## config.mk

```make
export PLATFORM = sky130hd
export DESIGN_NAME = relay_port
export DESIGN_NICKNAME = d
export VERILOG_FILES = /design/src/relay_pkg.sv /design/src/relay_port.sv /design/src/evt_store.sv /design/src/ms_counter.sv
export SDC_FILE = /design/constraint.sdc
export NUM_CORES = 2
export LEC_CHECK = 0
export ABC_AREA = 1
export BUFFER_PORTS_ARGS = -buffer_cell sky130_fd_sc_hd__buf_2
export CAP_MARGIN = 10
export CELL_PAD_IN_SITES_DETAIL_PLACEMENT = 0
export CELL_PAD_IN_SITES_GLOBAL_PLACEMENT = 2
export CORE_UTILIZATION = 46
export DETAILED_ROUTE_END_ITERATION = 10
export GPL_ROUTABILITY_DRIVEN = 1
export PLACE_DENSITY = 0.84
export SLEW_MARGIN = 5
export SYNTH_ARGS = -nofsm -noshare
export SYNTH_HDL_FRONTEND = slang
export SYNTH_SLANG_ARGS = --single-unit
```

## constraint.sdc

```tcl
create_clock -name sys_clk -period 7.33 [get_ports sys_clk]
set_clock_uncertainty 0.15 [all_clocks]
set_input_delay 1.8325 -clock sys_clk [delete_from_list [all_inputs] [get_ports sys_clk]]
set_output_delay 1.8325 -clock sys_clk [all_outputs]
set_load 0.05 [all_outputs]
```

## src/relay_pkg.sv

```systemverilog
// shared constants, record layout and bus carriers for the relay serial parameter port
package relay_pkg;

  // ----------------------------------------------------------------
  // event store shape
  // ----------------------------------------------------------------
  localparam int unsigned EVT_DEPTH   = 60;
  localparam int unsigned EVT_BATCH   = 5;

  // ----------------------------------------------------------------
  // register byte offsets
  // ----------------------------------------------------------------
  localparam logic [7:0]  OFF_STATUS   = 8'h00;
  localparam logic [7:0]  OFF_TIME     = 8'h04;
  localparam logic [7:0]  OFF_ADDR     = 8'h08;
  localparam logic [7:0]  OFF_PWD_OPEN = 8'h0C;
  localparam logic [7:0]  OFF_PWD_CHG  = 8'h10;
  localparam logic [7:0]  OFF_SELFSUP  = 8'h14;
  localparam logic [7:0]  OFF_LEDTEST  = 8'h18;
  localparam logic [7:0]  OFF_EVT_CMD  = 8'h1C;
  localparam logic [7:0]  OFF_EVT_CNT  = 8'h20;
  localparam logic [7:0]  OFF_EVT_WIN  = 8'h24;
  localparam logic [7:0]  OFF_IRQ_STAT = 8'h38;
  localparam logic [7:0]  OFF_IRQ_MASK = 8'h3C;

  // ----------------------------------------------------------------
  // command codes, ranges and reset values
  // ----------------------------------------------------------------
  localparam logic [31:0] CMD_EVT_READ   = 32'h0000_0001;
  localparam logic [31:0] CMD_EVT_REREAD = 32'h0000_0002;
  localparam logic [31:0] ADDR_MIN       = 32'h0000_0001;
  localparam logic [31:0] ADDR_MAX       = 32'h0000_00FE;
  localparam logic [31:0] PWD_MIN        = 32'h0000_0001;
  localparam logic [31:0] PWD_MAX        = 32'h0000_03E7;
  localparam logic [31:0] LED_MAX        = 32'h0000_001C;
  localparam logic [31:0] TIME_MAX       = 32'h0000_EA5F;
  localparam logic [7:0]  ADDR_RST       = 8'h01;
  localparam logic [9:0]  PWD_RST        = 10'h001;
  localparam int unsigned STAT_AUTORST   = 0;
  localparam int unsigned STAT_OVERFLOW  = 1;

  // ----------------------------------------------------------------
  // interrupt bit positions
  // ----------------------------------------------------------------
  localparam int unsigned IRQ_NEW_EVT = 0;
  localparam int unsigned IRQ_OVF     = 1;
  localparam int unsigned IRQ_REJECT  = 2;
  localparam int unsigned IRQ_AUTORST = 3;
  localparam int unsigned IRQ_W       = 4;

  // ----------------------------------------------------------------
  // timing
  // ----------------------------------------------------------------
  localparam int unsigned CLK_PERIOD_NS = 50;
  localparam int unsigned MS_NS         = 1000000;
  localparam int unsigned MS_CYCLES     = MS_NS / CLK_PERIOD_NS;

  // ----------------------------------------------------------------
  // carriers
  // ----------------------------------------------------------------
  typedef struct packed {
    logic [15:0] stamp;
    logic [2:0]  chan;
    logic [7:0]  code;
  } evt_rec_t;

  typedef struct packed {
    logic        psel;
    logic        penable;
    logic        pwrite;
    logic [7:0]  paddr;
    logic [31:0] pwdata;
  } apb_req_t;

  typedef struct packed {
    logic        pready;
    logic        pslverr;
    logic [31:0] prdata;
  } apb_rsp_t;

endpackage

```

## src/relay_port.sv

```systemverilog
// serial parameter and event port of the protection relay, reached over APB
`timescale 1ns/10ps

// Function
// - event store holds up to sixty events
// - read command delivers up to five events, never again by read
// - re-read command returns the last delivered batch, repeatable
// - each record carries time stamp, channel number and event code
// - status reads 0 normal, 1 auto reset, 2 overflow, 3 both
// - writing zero to status clears it until a new condition
// - millisecond time counter 0 to 59.999 s, readable and writable
// - station address readable and writable, range 1 to 254
// - password change or close accepted only while access is open
// - self-supervision write 1 raises output and fault indicator, 0 resets
// - LED test pattern accepted only while access is open
// - out-of-range settings are discarded, old value kept
module relay_port
#(
  parameter int unsigned TICK_CYCLES = relay_pkg::MS_CYCLES
)
(
  // clock and reset
  input  wire logic                 sys_clk,
  input  wire logic                 srst,
  // register bus
  input  wire relay_pkg::apb_req_t  apb_req,
  output relay_pkg::apb_rsp_t       apb_rsp,
  // event source and module supervision
  input  wire logic                 evt_valid,
  input  wire logic [2:0]           evt_chan,
  input  wire logic [7:0]           evt_code,
  input  wire logic                 auto_reset_seen,
  // indicators
  output logic                      self_sup_out,
  output logic                      internal_fault_indicator,
  output logic [4:0]                led_pattern,
  output logic [7:0]                station_addr,
  output logic                      irq
);
  import relay_pkg::*;

  localparam int unsigned CW = $clog2(EVT_DEPTH+1);

  // ----------------------------------------------------------------
  // bus decode
  // ----------------------------------------------------------------
  typedef enum {FILL_IDLE, FILL_RUN} fill_st_t;

  apb_rsp_t     rsp_r, rsp_nxt;
  logic         setup, wr_acc;
  logic [7:0]   a;
  logic [31:0]  d;
  logic         fill_busy;

  assign a      = apb_req.paddr;
  assign d      = apb_req.pwdata;
  // a request stays pending through its access cycles until it is answered,
  // so a transfer that meets a running batch fill is served late, not lost
  assign setup  = apb_req.psel && !rsp_r.pready;
  // writes take effect only on the completing access edge
  assign wr_acc = apb_req.psel && apb_req.penable && apb_req.pwrite && rsp_r.pready;

  // ----------------------------------------------------------------
  // state registers
  // ----------------------------------------------------------------
  logic [1:0]         stat_r, stat_nxt;
  logic [7:0]         addr_r, addr_nxt;
  logic [9:0]         pwd_r, pwd_nxt;
  logic               open_r, open_nxt;
  logic               sup_r, sup_nxt;
  logic [4:0]         led_r, led_nxt;
  logic [IRQ_W-1:0]   ist_r, ist_nxt, imask_r, imask_nxt;
  logic               irq_r, irq_nxt;
  logic               reject;

  // ----------------------------------------------------------------
  // event store, batch window and time base
  // ----------------------------------------------------------------
  evt_rec_t           win_r [EVT_BATCH];
  evt_rec_t           win_nxt [EVT_BATCH];
  logic [2:0]         wcnt_r, wcnt_nxt;
  fill_st_t           fst_r, fst_nxt;
  evt_rec_t           head, new_rec;
  logic [CW-1:0]      fill_lvl;
  logic               st_full, st_empty, pop;
  logic [15:0]        ms_now;
  logic               time_load;

  assign new_rec   = '{stamp: ms_now, chan: evt_chan, code: evt_code};
  assign time_load = wr_acc && a == OFF_TIME && d <= TIME_MAX;
  assign fill_busy = (fst_r == FILL_RUN);
  assign pop       = fill_busy && !st_empty && wcnt_r < 3'(EVT_BATCH);

  evt_store #(.DEPTH(EVT_DEPTH)) u_store
  (
    .sys_clk   (sys_clk),
    .srst      (srst),
    .push      (evt_valid),
    .push_data (new_rec),
    .pop       (pop),
    .head      (head),
    .count     (fill_lvl),
    .full      (st_full),
    .empty     (st_empty)
  );

  ms_counter #(.TICK_CYCLES(TICK_CYCLES)) u_time
  (
    .sys_clk  (sys_clk),
    .srst     (srst),
    .load     (time_load),
    .load_val (d[15:0]),
    .ms_r     (ms_now)
  );

  // ----------------------------------------------------------------
  // batch fill: read command moves up to five records out of the store
  // ----------------------------------------------------------------
  always_comb
  begin
    fst_nxt  = fst_r;
    wcnt_nxt = wcnt_r;
    for (int i = 0; i < EVT_BATCH; i++)
      win_nxt[i] = win_r[i];
    case (fst_r)
      FILL_IDLE:
      begin
        if (wr_acc && a == OFF_EVT_CMD && d == CMD_EVT_READ)
        begin
          wcnt_nxt = '0;
          fst_nxt  = FILL_RUN;
        end
        // re-read leaves the window untouched so it is served again
      end
      FILL_RUN:
      begin
        if (pop)
        begin
          win_nxt[wcnt_r] = head;
          wcnt_nxt        = 3'(wcnt_r + 1'b1);
        end
        else
          fst_nxt = FILL_IDLE;
      end
      default: fst_nxt = FILL_IDLE;
    endcase
  end

  always_ff @(posedge sys_clk)
  begin
    if (srst)
    begin
      fst_r  <= FILL_IDLE;
      wcnt_r <= '0;
      for (int i = 0; i < EVT_BATCH; i++)
        win_r[i] <= '0;
    end
    else
    begin
      fst_r  <= fst_nxt;
      wcnt_r <= wcnt_nxt;
      for (int i = 0; i < EVT_BATCH; i++)
        win_r[i] <= win_nxt[i];
    end
  end

  // ----------------------------------------------------------------
  // settings, status and interrupts
  // ----------------------------------------------------------------
  always_comb
  begin
    stat_nxt  = stat_r;
    addr_nxt  = addr_r;
    pwd_nxt   = pwd_r;
    open_nxt  = open_r;
    sup_nxt   = sup_r;
    led_nxt   = led_r;
    imask_nxt = imask_r;
    ist_nxt   = ist_r;
    reject    = 1'b0;
    if (wr_acc)
    begin
      case (a)
        OFF_STATUS:
          if (d == 32'h0000_0000) stat_nxt = 2'h0;
        OFF_TIME:
          reject = (d > TIME_MAX);
        OFF_ADDR:
          if (d >= ADDR_MIN && d <= ADDR_MAX) addr_nxt = d[7:0];
          else reject = 1'b1;
        OFF_PWD_OPEN:
          if (d >= PWD_MIN && d <= PWD_MAX && d[9:0] == pwd_r)
            open_nxt = 1'b1;
          else reject = 1'b1;
        OFF_PWD_CHG:
          if (!open_r || d > PWD_MAX) reject = 1'b1;
          else if (d == 32'h0000_0000) open_nxt = 1'b0;
          else pwd_nxt = d[9:0];
        OFF_SELFSUP:
          if (d == 32'h0000_0001) sup_nxt = 1'b1;
          else if (d == 32'h0000_0000) sup_nxt = 1'b0;
          else reject = 1'b1;
        OFF_LEDTEST:
          if (open_r && d <= LED_MAX) led_nxt = d[4:0];
          else reject = 1'b1;
        OFF_IRQ_STAT:
          ist_nxt = ist_r & ~d[IRQ_W-1:0];
        OFF_IRQ_MASK:
          imask_nxt = d[IRQ_W-1:0];
        default: ;
      endcase
    end
    // hardware sets after the software clear, so a coincident event is kept
    if (auto_reset_seen)
      stat_nxt[STAT_AUTORST] = 1'b1;
    if (evt_valid && st_full)
      stat_nxt[STAT_OVERFLOW] = 1'b1;
    ist_nxt[IRQ_NEW_EVT] = ist_nxt[IRQ_NEW_EVT] | (evt_valid && !st_full);
    ist_nxt[IRQ_OVF]     = ist_nxt[IRQ_OVF] | (evt_valid && st_full);
    ist_nxt[IRQ_REJECT]  = ist_nxt[IRQ_REJECT] | reject;
    ist_nxt[IRQ_AUTORST] = ist_nxt[IRQ_AUTORST] | auto_reset_seen;
    irq_nxt = |(ist_nxt & imask_nxt);
  end

  always_ff @(posedge sys_clk)
  begin
    if (srst)
    begin
      stat_r  <= 2'h0;
      addr_r  <= ADDR_RST;
      pwd_r   <= PWD_RST;
      open_r  <= 1'b0;
      sup_r   <= 1'b0;
      led_r   <= 5'h00;
      ist_r   <= '0;
      imask_r <= '0;
      irq_r   <= 1'b0;
    end
    else
    begin
      stat_r  <= stat_nxt;
      addr_r  <= addr_nxt;
      pwd_r   <= pwd_nxt;
      open_r  <= open_nxt;
      sup_r   <= sup_nxt;
      led_r   <= led_nxt;
      ist_r   <= ist_nxt;
      imask_r <= imask_nxt;
      irq_r   <= irq_nxt;
    end
  end

  // ----------------------------------------------------------------
  // bus answer: ready in the first access cycle, held off while filling
  // ----------------------------------------------------------------
  always_comb
  begin
    rsp_nxt = '0;
    if (setup && !fill_busy && fst_nxt == FILL_IDLE)
    begin
      rsp_nxt.pready = 1'b1;
      case (a)
        OFF_STATUS:   rsp_nxt.prdata = {30'h0, stat_r};
        OFF_TIME:     rsp_nxt.prdata = {16'h0, ms_now};
        OFF_ADDR:     rsp_nxt.prdata = {24'h0, addr_r};
        OFF_SELFSUP:  rsp_nxt.prdata = {31'h0, sup_r};
        OFF_LEDTEST:  rsp_nxt.prdata = {27'h0, led_r};
        OFF_EVT_CNT:  rsp_nxt.prdata = {16'h0, 8'(fill_lvl), 5'h0, wcnt_r};
        OFF_IRQ_STAT: rsp_nxt.prdata = {28'h0, ist_r};
        OFF_IRQ_MASK: rsp_nxt.prdata = {28'h0, imask_r};
        OFF_PWD_OPEN, OFF_PWD_CHG, OFF_EVT_CMD: rsp_nxt.prdata = '0;
        default:      rsp_nxt.pslverr = 1'b1;
      endcase
      for (int i = 0; i < EVT_BATCH; i++)
        if (a == 8'(OFF_EVT_WIN + 8'(4 * i)))
        begin
          rsp_nxt.pslverr = 1'b0;
          // slots past the batch read zero, the window repeats on re-read
          rsp_nxt.prdata  = (3'(i) < wcnt_r) ? {5'h0, win_r[i]} : '0;
        end
    end
  end

  always_ff @(posedge sys_clk)
  begin
    if (srst)
      rsp_r <= '0;
    else
      rsp_r <= rsp_nxt;
  end

  assign apb_rsp                  = rsp_r;
  assign self_sup_out             = sup_r;
  assign internal_fault_indicator = sup_r;
  assign led_pattern              = led_r;
  assign station_addr             = addr_r;
  assign irq                      = irq_r;
endmodule

```

## src/evt_store.sv

```systemverilog
// first-in first-out store for time-stamped event records
`timescale 1ns/10ps
module evt_store
#(
  parameter int unsigned DEPTH = 60
)
(
  // clock and reset
  input  wire logic                      sys_clk,
  input  wire logic                      srst,
  // fill side
  input  wire logic                      push,
  input  wire relay_pkg::evt_rec_t       push_data,
  // drain side
  input  wire logic                      pop,
  output relay_pkg::evt_rec_t            head,
  // state
  output logic [$clog2(DEPTH+1)-1:0]     count,
  output logic                           full,
  output logic                           empty
);
  import relay_pkg::*;

  localparam int unsigned PW = $clog2(DEPTH);
  localparam int unsigned CW = $clog2(DEPTH+1);

  initial
  begin
    if (DEPTH < 2) $error("evt_store depth too small");
  end

  evt_rec_t        mem [DEPTH];
  logic [PW-1:0]   wp_r, wp_nxt, rp_r, rp_nxt;
  logic [CW-1:0]   cnt_r, cnt_nxt;
  logic            do_push, do_pop;

  assign full    = (cnt_r == CW'(DEPTH));
  assign empty   = (cnt_r == '0);
  assign count   = cnt_r;
  assign head    = mem[rp_r];
  // a push into a full store is dropped, the caller flags overflow
  assign do_push = push && !full;
  assign do_pop  = pop && !empty;

  always_comb
  begin
    wp_nxt  = wp_r;
    rp_nxt  = rp_r;
    cnt_nxt = cnt_r;
    if (do_push)
      wp_nxt = (wp_r == PW'(DEPTH-1)) ? '0 : PW'(wp_r + 1'b1);
    if (do_pop)
      rp_nxt = (rp_r == PW'(DEPTH-1)) ? '0 : PW'(rp_r + 1'b1);
    if (do_push && !do_pop)
      cnt_nxt = CW'(cnt_r + 1'b1);
    else if (do_pop && !do_push)
      cnt_nxt = CW'(cnt_r - 1'b1);
  end

  always_ff @(posedge sys_clk)
  begin
    if (srst)
    begin
      wp_r  <= '0;
      rp_r  <= '0;
      cnt_r <= '0;
    end
    else
    begin
      wp_r  <= wp_nxt;
      rp_r  <= rp_nxt;
      cnt_r <= cnt_nxt;
    end
  end

  always_ff @(posedge sys_clk)
  begin
    if (do_push)
      mem[wp_r] <= push_data;
  end
endmodule

```

## src/ms_counter.sv

```systemverilog
// millisecond time counter over one minute with load port
`timescale 1ns/10ps
module ms_counter
#(
  parameter int unsigned TICK_CYCLES = 20000
)
(
  // clock and reset
  input  wire logic        sys_clk,
  input  wire logic        srst,
  // load
  input  wire logic        load,
  input  wire logic [15:0] load_val,
  // count
  output logic [15:0]      ms_r
);
  import relay_pkg::*;

  initial
  begin
    if (TICK_CYCLES < 1) $error("ms_counter tick too short");
  end

  logic [31:0] div_r, div_nxt;
  logic [15:0] ms_nxt;
  logic        tick;

  // one-cycle enable every millisecond
  assign tick = (div_r == 32'(TICK_CYCLES - 1));

  always_comb
  begin
    div_nxt = tick ? '0 : div_r + 32'h0000_0001;
    ms_nxt  = ms_r;
    if (load)
    begin
      ms_nxt  = load_val;
      div_nxt = '0;
    end
    else if (tick)
      ms_nxt = (ms_r == TIME_MAX[15:0]) ? '0 : 16'(ms_r + 1'b1);
  end

  always_ff @(posedge sys_clk)
  begin
    if (srst)
    begin
      div_r <= '0;
      ms_r  <= '0;
    end
    else
    begin
      div_r <= div_nxt;
      ms_r  <= ms_nxt;
    end
  end
endmodule

```

## Word-level counts from Yosys, hierarchy flattened

Memory sizes are Yosys's and may differ from the RTL's. A register that Yosys moved wholly into a read port is not among the register bits.
Cells that the tools add are included.

- Register bits: 171
- Memory bits (writable): 1755
- Bits of input ports: 58
- Output and inout bits: 50
- Memories kept: 2

Memories:

| name | depth | width | rd ports | clocked after Yosys merged registers in | write ports | RTL line | text |
|---|---|---|---|---|---|---|---|
| u_store.mem | 60 | 27 | 1 | 1 | 1 | evt_store.sv:32 | `evt_rec_t mem [DEPTH];` |
| win_r | 5 | 27 | 5 | 0 | 5 | relay_port.sv:79 | `evt_rec_t win_r [EVT_BATCH];` |

- Add/sub/neg operators: 7
- $lt $le $gt $ge: 15
- Equality and inequality tests: 29
- Muxes and demuxes: 65
- Bitwise operators: 16
- Reduce and logical (&&, ||, !) cells: 59

Operator list:

| cell | number |
|---|---|
| $mux 27 | 11 |
| $mux 135 | 2 |
| $mux 33 | 5 |
| $bwmux 135 | 1 |
| $pmux 16 s8 | 1 |
| $logic_not 32->1 | 3 |
| $demux 27 s3 | 1 |
| $eq 32x1->1 const B | 2 |
| $eq 8x6->1 const B | 8 |
| $mux 32 | 2 |
| $pmux 32 s2 | 1 |
| $mux 16 | 3 |
| $mux 6 | 6 |
| $mux 34 | 1 |
| $add 32x1->32 const B | 1 |
| $eq 32x15->1 const B | 1 |
| $eq 32x2->1 const B | 1 |
| $eq 8x5->1 const B | 4 |
| $ge 32x1->1 const B | 1 |
| $gt 32x10->1 const B | 1 |
| $gt 32x16->1 const B | 1 |
| $le 32x10->1 const B | 1 |
| $le 32x16->1 const B | 1 |
| $le 32x5->1 const B | 1 |
| 44 further kinds | 131 |

## Logic depth before layout (Yosys ltp)

- Word-level depth: 11
- Depth in mapped cells: 19
- Mapped depth without buffers: 19

## By module

From an unflattened synthesis, not the netlist that was laid out.

- Cell total of the unflattened synthesis: 7708
- Area total of the unflattened synthesis: 80260.7 µm²

Modules (own cells, without submodules):

| module | times used | cells each | area an instance (µm²) |
|---|---|---|---|
| evt_store | 1 | 5766 | 66948.0 |
| relay_port | 1 | 1408 | 10171.0 |
| ms_counter | 1 | 534 | 3141.8 |

## Worst setup path after synthesis

Ideal clock, no wire load.

- Path kind: input-to-reg
- From: input evt_valid
- To: memory u_store.mem[15][0] (netlist bit), enable pin
- Data arrival time: 3873 ps
- Data required time: 6735 ps
- Path slack: 2862 ps
- Stages: 2
- Path through: nand2_1 nor3_1

- Word-level cells in the longest chain between the ends: 3

Ends and longest elaborated chain:

| what | RTL line | text |
|---|---|---|
| start: declaration | relay_port.sv:29 | `input wire logic evt_valid,` |
| $logic_and 1x1->1 | evt_store.sv:42 | `assign do_push = push && !full;` |
| $mux 1 | evt_store.sv:78 | `if (do_push)` |
| $mux 1 (not written as such) | evt_store.sv:79 | `mem[wp_r] <= push_data;` |
| end: declaration | evt_store.sv:32 |  |

No other way between the ends.

==> impl_metrics.json <==
{
  "setup_viol": 0,
  "worst-path-max-fanout": 80,
  "arrival_ns": 4.83,
  "cts_buffers": 201,
  "vias": 55100,
  "irDropWorstVdd_uv": 248,
  "crit_required_ns": 7.96,
  "syn_to_final_growth_pct": 11.7,
  "clock-sinks": 1927,
  "cts-root-buf": "clkbuf_16",
  "globalRouteOverflowTotal": 0,
  "min_period_ns": 4.20,
  "path_cells": "buf_4 -> buf_4 -> nor2_1 -> nor2_1 -> o21ai_0 -> o21ai_0 -> nand2_1 -> nand2_1 -> nand2_1 -> o21ai_1 -> nand2_1 -> nand2_1 -> nand2_1 -> nand3_1 -> nand2_1 -> inv_1",
  "max_freq_mhz": 238,
  "dpl_cell_area_um2": 81800,
  "std_cell_rows": 151,
  "drt-initial-drc-count": 5669,
  "viasPerCell": 5.77,
  "post_cts.repair.setup_buffers": 0,
  "synth-seq-cells": 1927,
  "status": "completed",
  "ctsResizeCount": 0,
  "critPathBufInv": 3,
  "cpMostUsedCell": "nand2_1",
  "worstSetupEndpointType": "flip-flop",
  "antenna_found_initial": 9,
  "place_ws_ns": 2.43,
  "grtUsageTotal_pct": 26.9,
  "synth-edff-count": 1620,
  "core-area_um2": 170000,
  "io_pins": 108,
  "holdWs_ns": 0.297,
  "cts_hold_buf": 0,
  "syn_inst": 7140,
  "cts_buffer_depth": 3,
  "regArea_um2": 54800,
  "cp-start-kind": "flip-flop",
  "totalWireLength_um": 237000,
  "setup_slack_ns": 3.13,
  "grt_pass1_vias": 52000,
  "drcViolationCount": 0,
  "path_clk_slew_ns": 0.06,
  "grt_max_degree": 260,
  "hp-start": "u_time.div_r[0]",
  "hold_violations": 0,
  "fin_area_um2": 88300,
  "powerDensity_nw_per_um2": 253,
  "slew_headroom_pct": 22.3,
  "multiInputGateArea_um2": 21300,
  "nNetsFinal": 7238,
  "maxCapViolCount": 0,
  "ys_types": 53,
  "crit_path_top_delay_cell": "buf_4",
  "yosysWarnings": 0,
  "power_mw": 22.3,
  "cp_slowest_stage_delay_ns": 0.74,
  "ys.flop_type": "edfxtp_1",
  "post-route-period-util_pct": 57.2,
  "wire_per_inst_um": 24.8,
  "hold_path.class": "flip-flop to flip-flop",
  "drtAntennaViolNets": 0,
  "worst_pin_slew_ns": 1.16,
  "async_flop_share_pct": 0,
  "drive_gt1_share_pct": 8.90,
  "cts_tree": "yes",
  "h-tree-depth": 4,
  "syn_area_per_cell_um2": 11.1,
  "place_congestion": 0.858,
  "slew_violations": 0,
  "drtPass1Iterations": 6,
  "clk_latency_ns": 0.85,
  "io_buffers": 102,
  "chipHeight_um": 417,
  "fillers": 14900,
  "dieWidth_um": 417,
  "crit_family": "buffers and inverters",
  "grt_setup_unrepaired": "no",
  "hpwl_um": 133000,
  "regToRegSetupSlack_ns": 3.13,
  "start_util_pct": 46.5,
  "p_leak_nw": 32.5,
  "fin_tns_setup_ns": 0,
  "synth_area_um2": 79100,
  "worstSetupPathType": "flip-flop to flip-flop",
  "grt_pass1_wl_um": 346000,
  "ys_seq_area_share_pct": 69.3,
  "die-area_um2": 174000
}
-- synth_stat cells (47+ instances only) --
master | n | share of area (%)
buf_2 | 105 | 0.66
o211ai_1 | 47 | 0.45
nand3_1 | 334 | 2.1
nor2_1 | 1156 | 5.5
o21ai_1 | 72 | 0.46
edfxtp_1 | 1620 | 62
dfxtp_1 | 307 | 7.8
nor3_1 | 48 | 0.30
o21a_1 | 107 | 1.0
clkbuf_1 | 244 | 1.2
inv_1 | 365 | 1.7
o22ai_1 | 334 | 2.6
o21ai_0 | 902 | 5.7
nand2_1 | 1046 | 5.0
nand4_1 | 53 | 0.42
a21oi_1 | 139 | 0.88
-- sequential cells by signal, summed over array words and instances (netlist names), 5 cells and up, named ones only --
signal,flops
apb_rsp,29
fst_r,32
led_pattern,5
pwd_r,10
station_addr,8
u_store.count,6
u_store.mem,1620
u_store.rp_r,6
u_store.wp_r,6
u_time.div_r,32
u_time.ms_r,16
win_r,135
-- kinds of logic (layout without fill, tap and decap cells) --
group                    count (synthesis)  count (layout)  share of synthesized area (%)
AND/OR/NAND/NOR                       2715            2715                           14.1
flip-flops                            1927            1927                           69.3
AO/OA/AOI/OAI                         1660            1660                           11.8
buffers and inverters                  803             964                           4.45
XOR/XNOR                                23              23                          0.255
adder cells (fa/ha/maj)                 11              11                          0.184
other                                    1              39                        0.00474
-- routing by layer --
metal	GRT usage (%)	routed length, µm
met2	41.7	108000
met5	0	0
met3	4.02	18300
met1	39.1	104000
met4	8.19	6890
-- metrics by stage --
step / cells / utilization, %
after CTS: 9553 / 51.9
after global routing: 9554 / 51.9
after global placement: 9183 / 48.1
final: 9557 / 51.9
after detailed placement: 9183 / 48.1
after floorplan: 7175 / -
-- worst paths after layout --
path / to / depth (start not counted)
worst max-delay path: win_r[0][48] / 16
worst max register to register: win_r[0][48] / 16
worst min register to register: u_time.div_r[0] / 1
worst min-delay path: u_time.div_r[0] / 1
-- cell usage in the layout (no fill, tap or decap), drive strengths merged, types with 2 or more instances in the layout --
master    synthesis  routed
buf             182     218
o21ai           974     974
nor3             54      54
clkbuf          245     257
nand2          1052    1052
conb              1      36
a31oi             6       6
a211oi            8       8
o21a            107     107
nand3           353     353
diode             0       3
o211ai           47      47
o31ai             3       3
a41oi             7       7
xor2             18      18
and3              3       3
or2               8       8
o22ai           334     334
nor4             16      16
nand4            53      53
nor2           1166    1166
edfxtp         1620    1620
nor3b             7       7
dfxtp           307     307
nand3b            2       2
bufinv            0      18
xnor2             5       5
clkinv            4      91
a21oi           139     139
inv             372     377
o221ai            9       9
clkinvlp          0       3
ha               10      10
o2111ai          12      12
a32oi            12      12
-- report_power, final --
group	internal (mW)	total [mW]	switching, mW
Clock	5.79	10.1	4.34
Combinational	0.0637	0.357	0.293
Sequential	11.8	11.8	0.0166
Total	17.7	22.3	4.65
-- final cells by class --
class	instances	area share (%)
Inverter	376	1.66
Sequential cell	1927	62.1
Tap cell	2218	3.14
Timing Repair Buffer	218	1.62
Clock buffer	257	6.02
Clock inverter	113	1.39
Antenna cell	3	0.00850
Multi-Input combinational cell	4445	24.1
No activity file was read; power rests on OpenSTA's default activity.
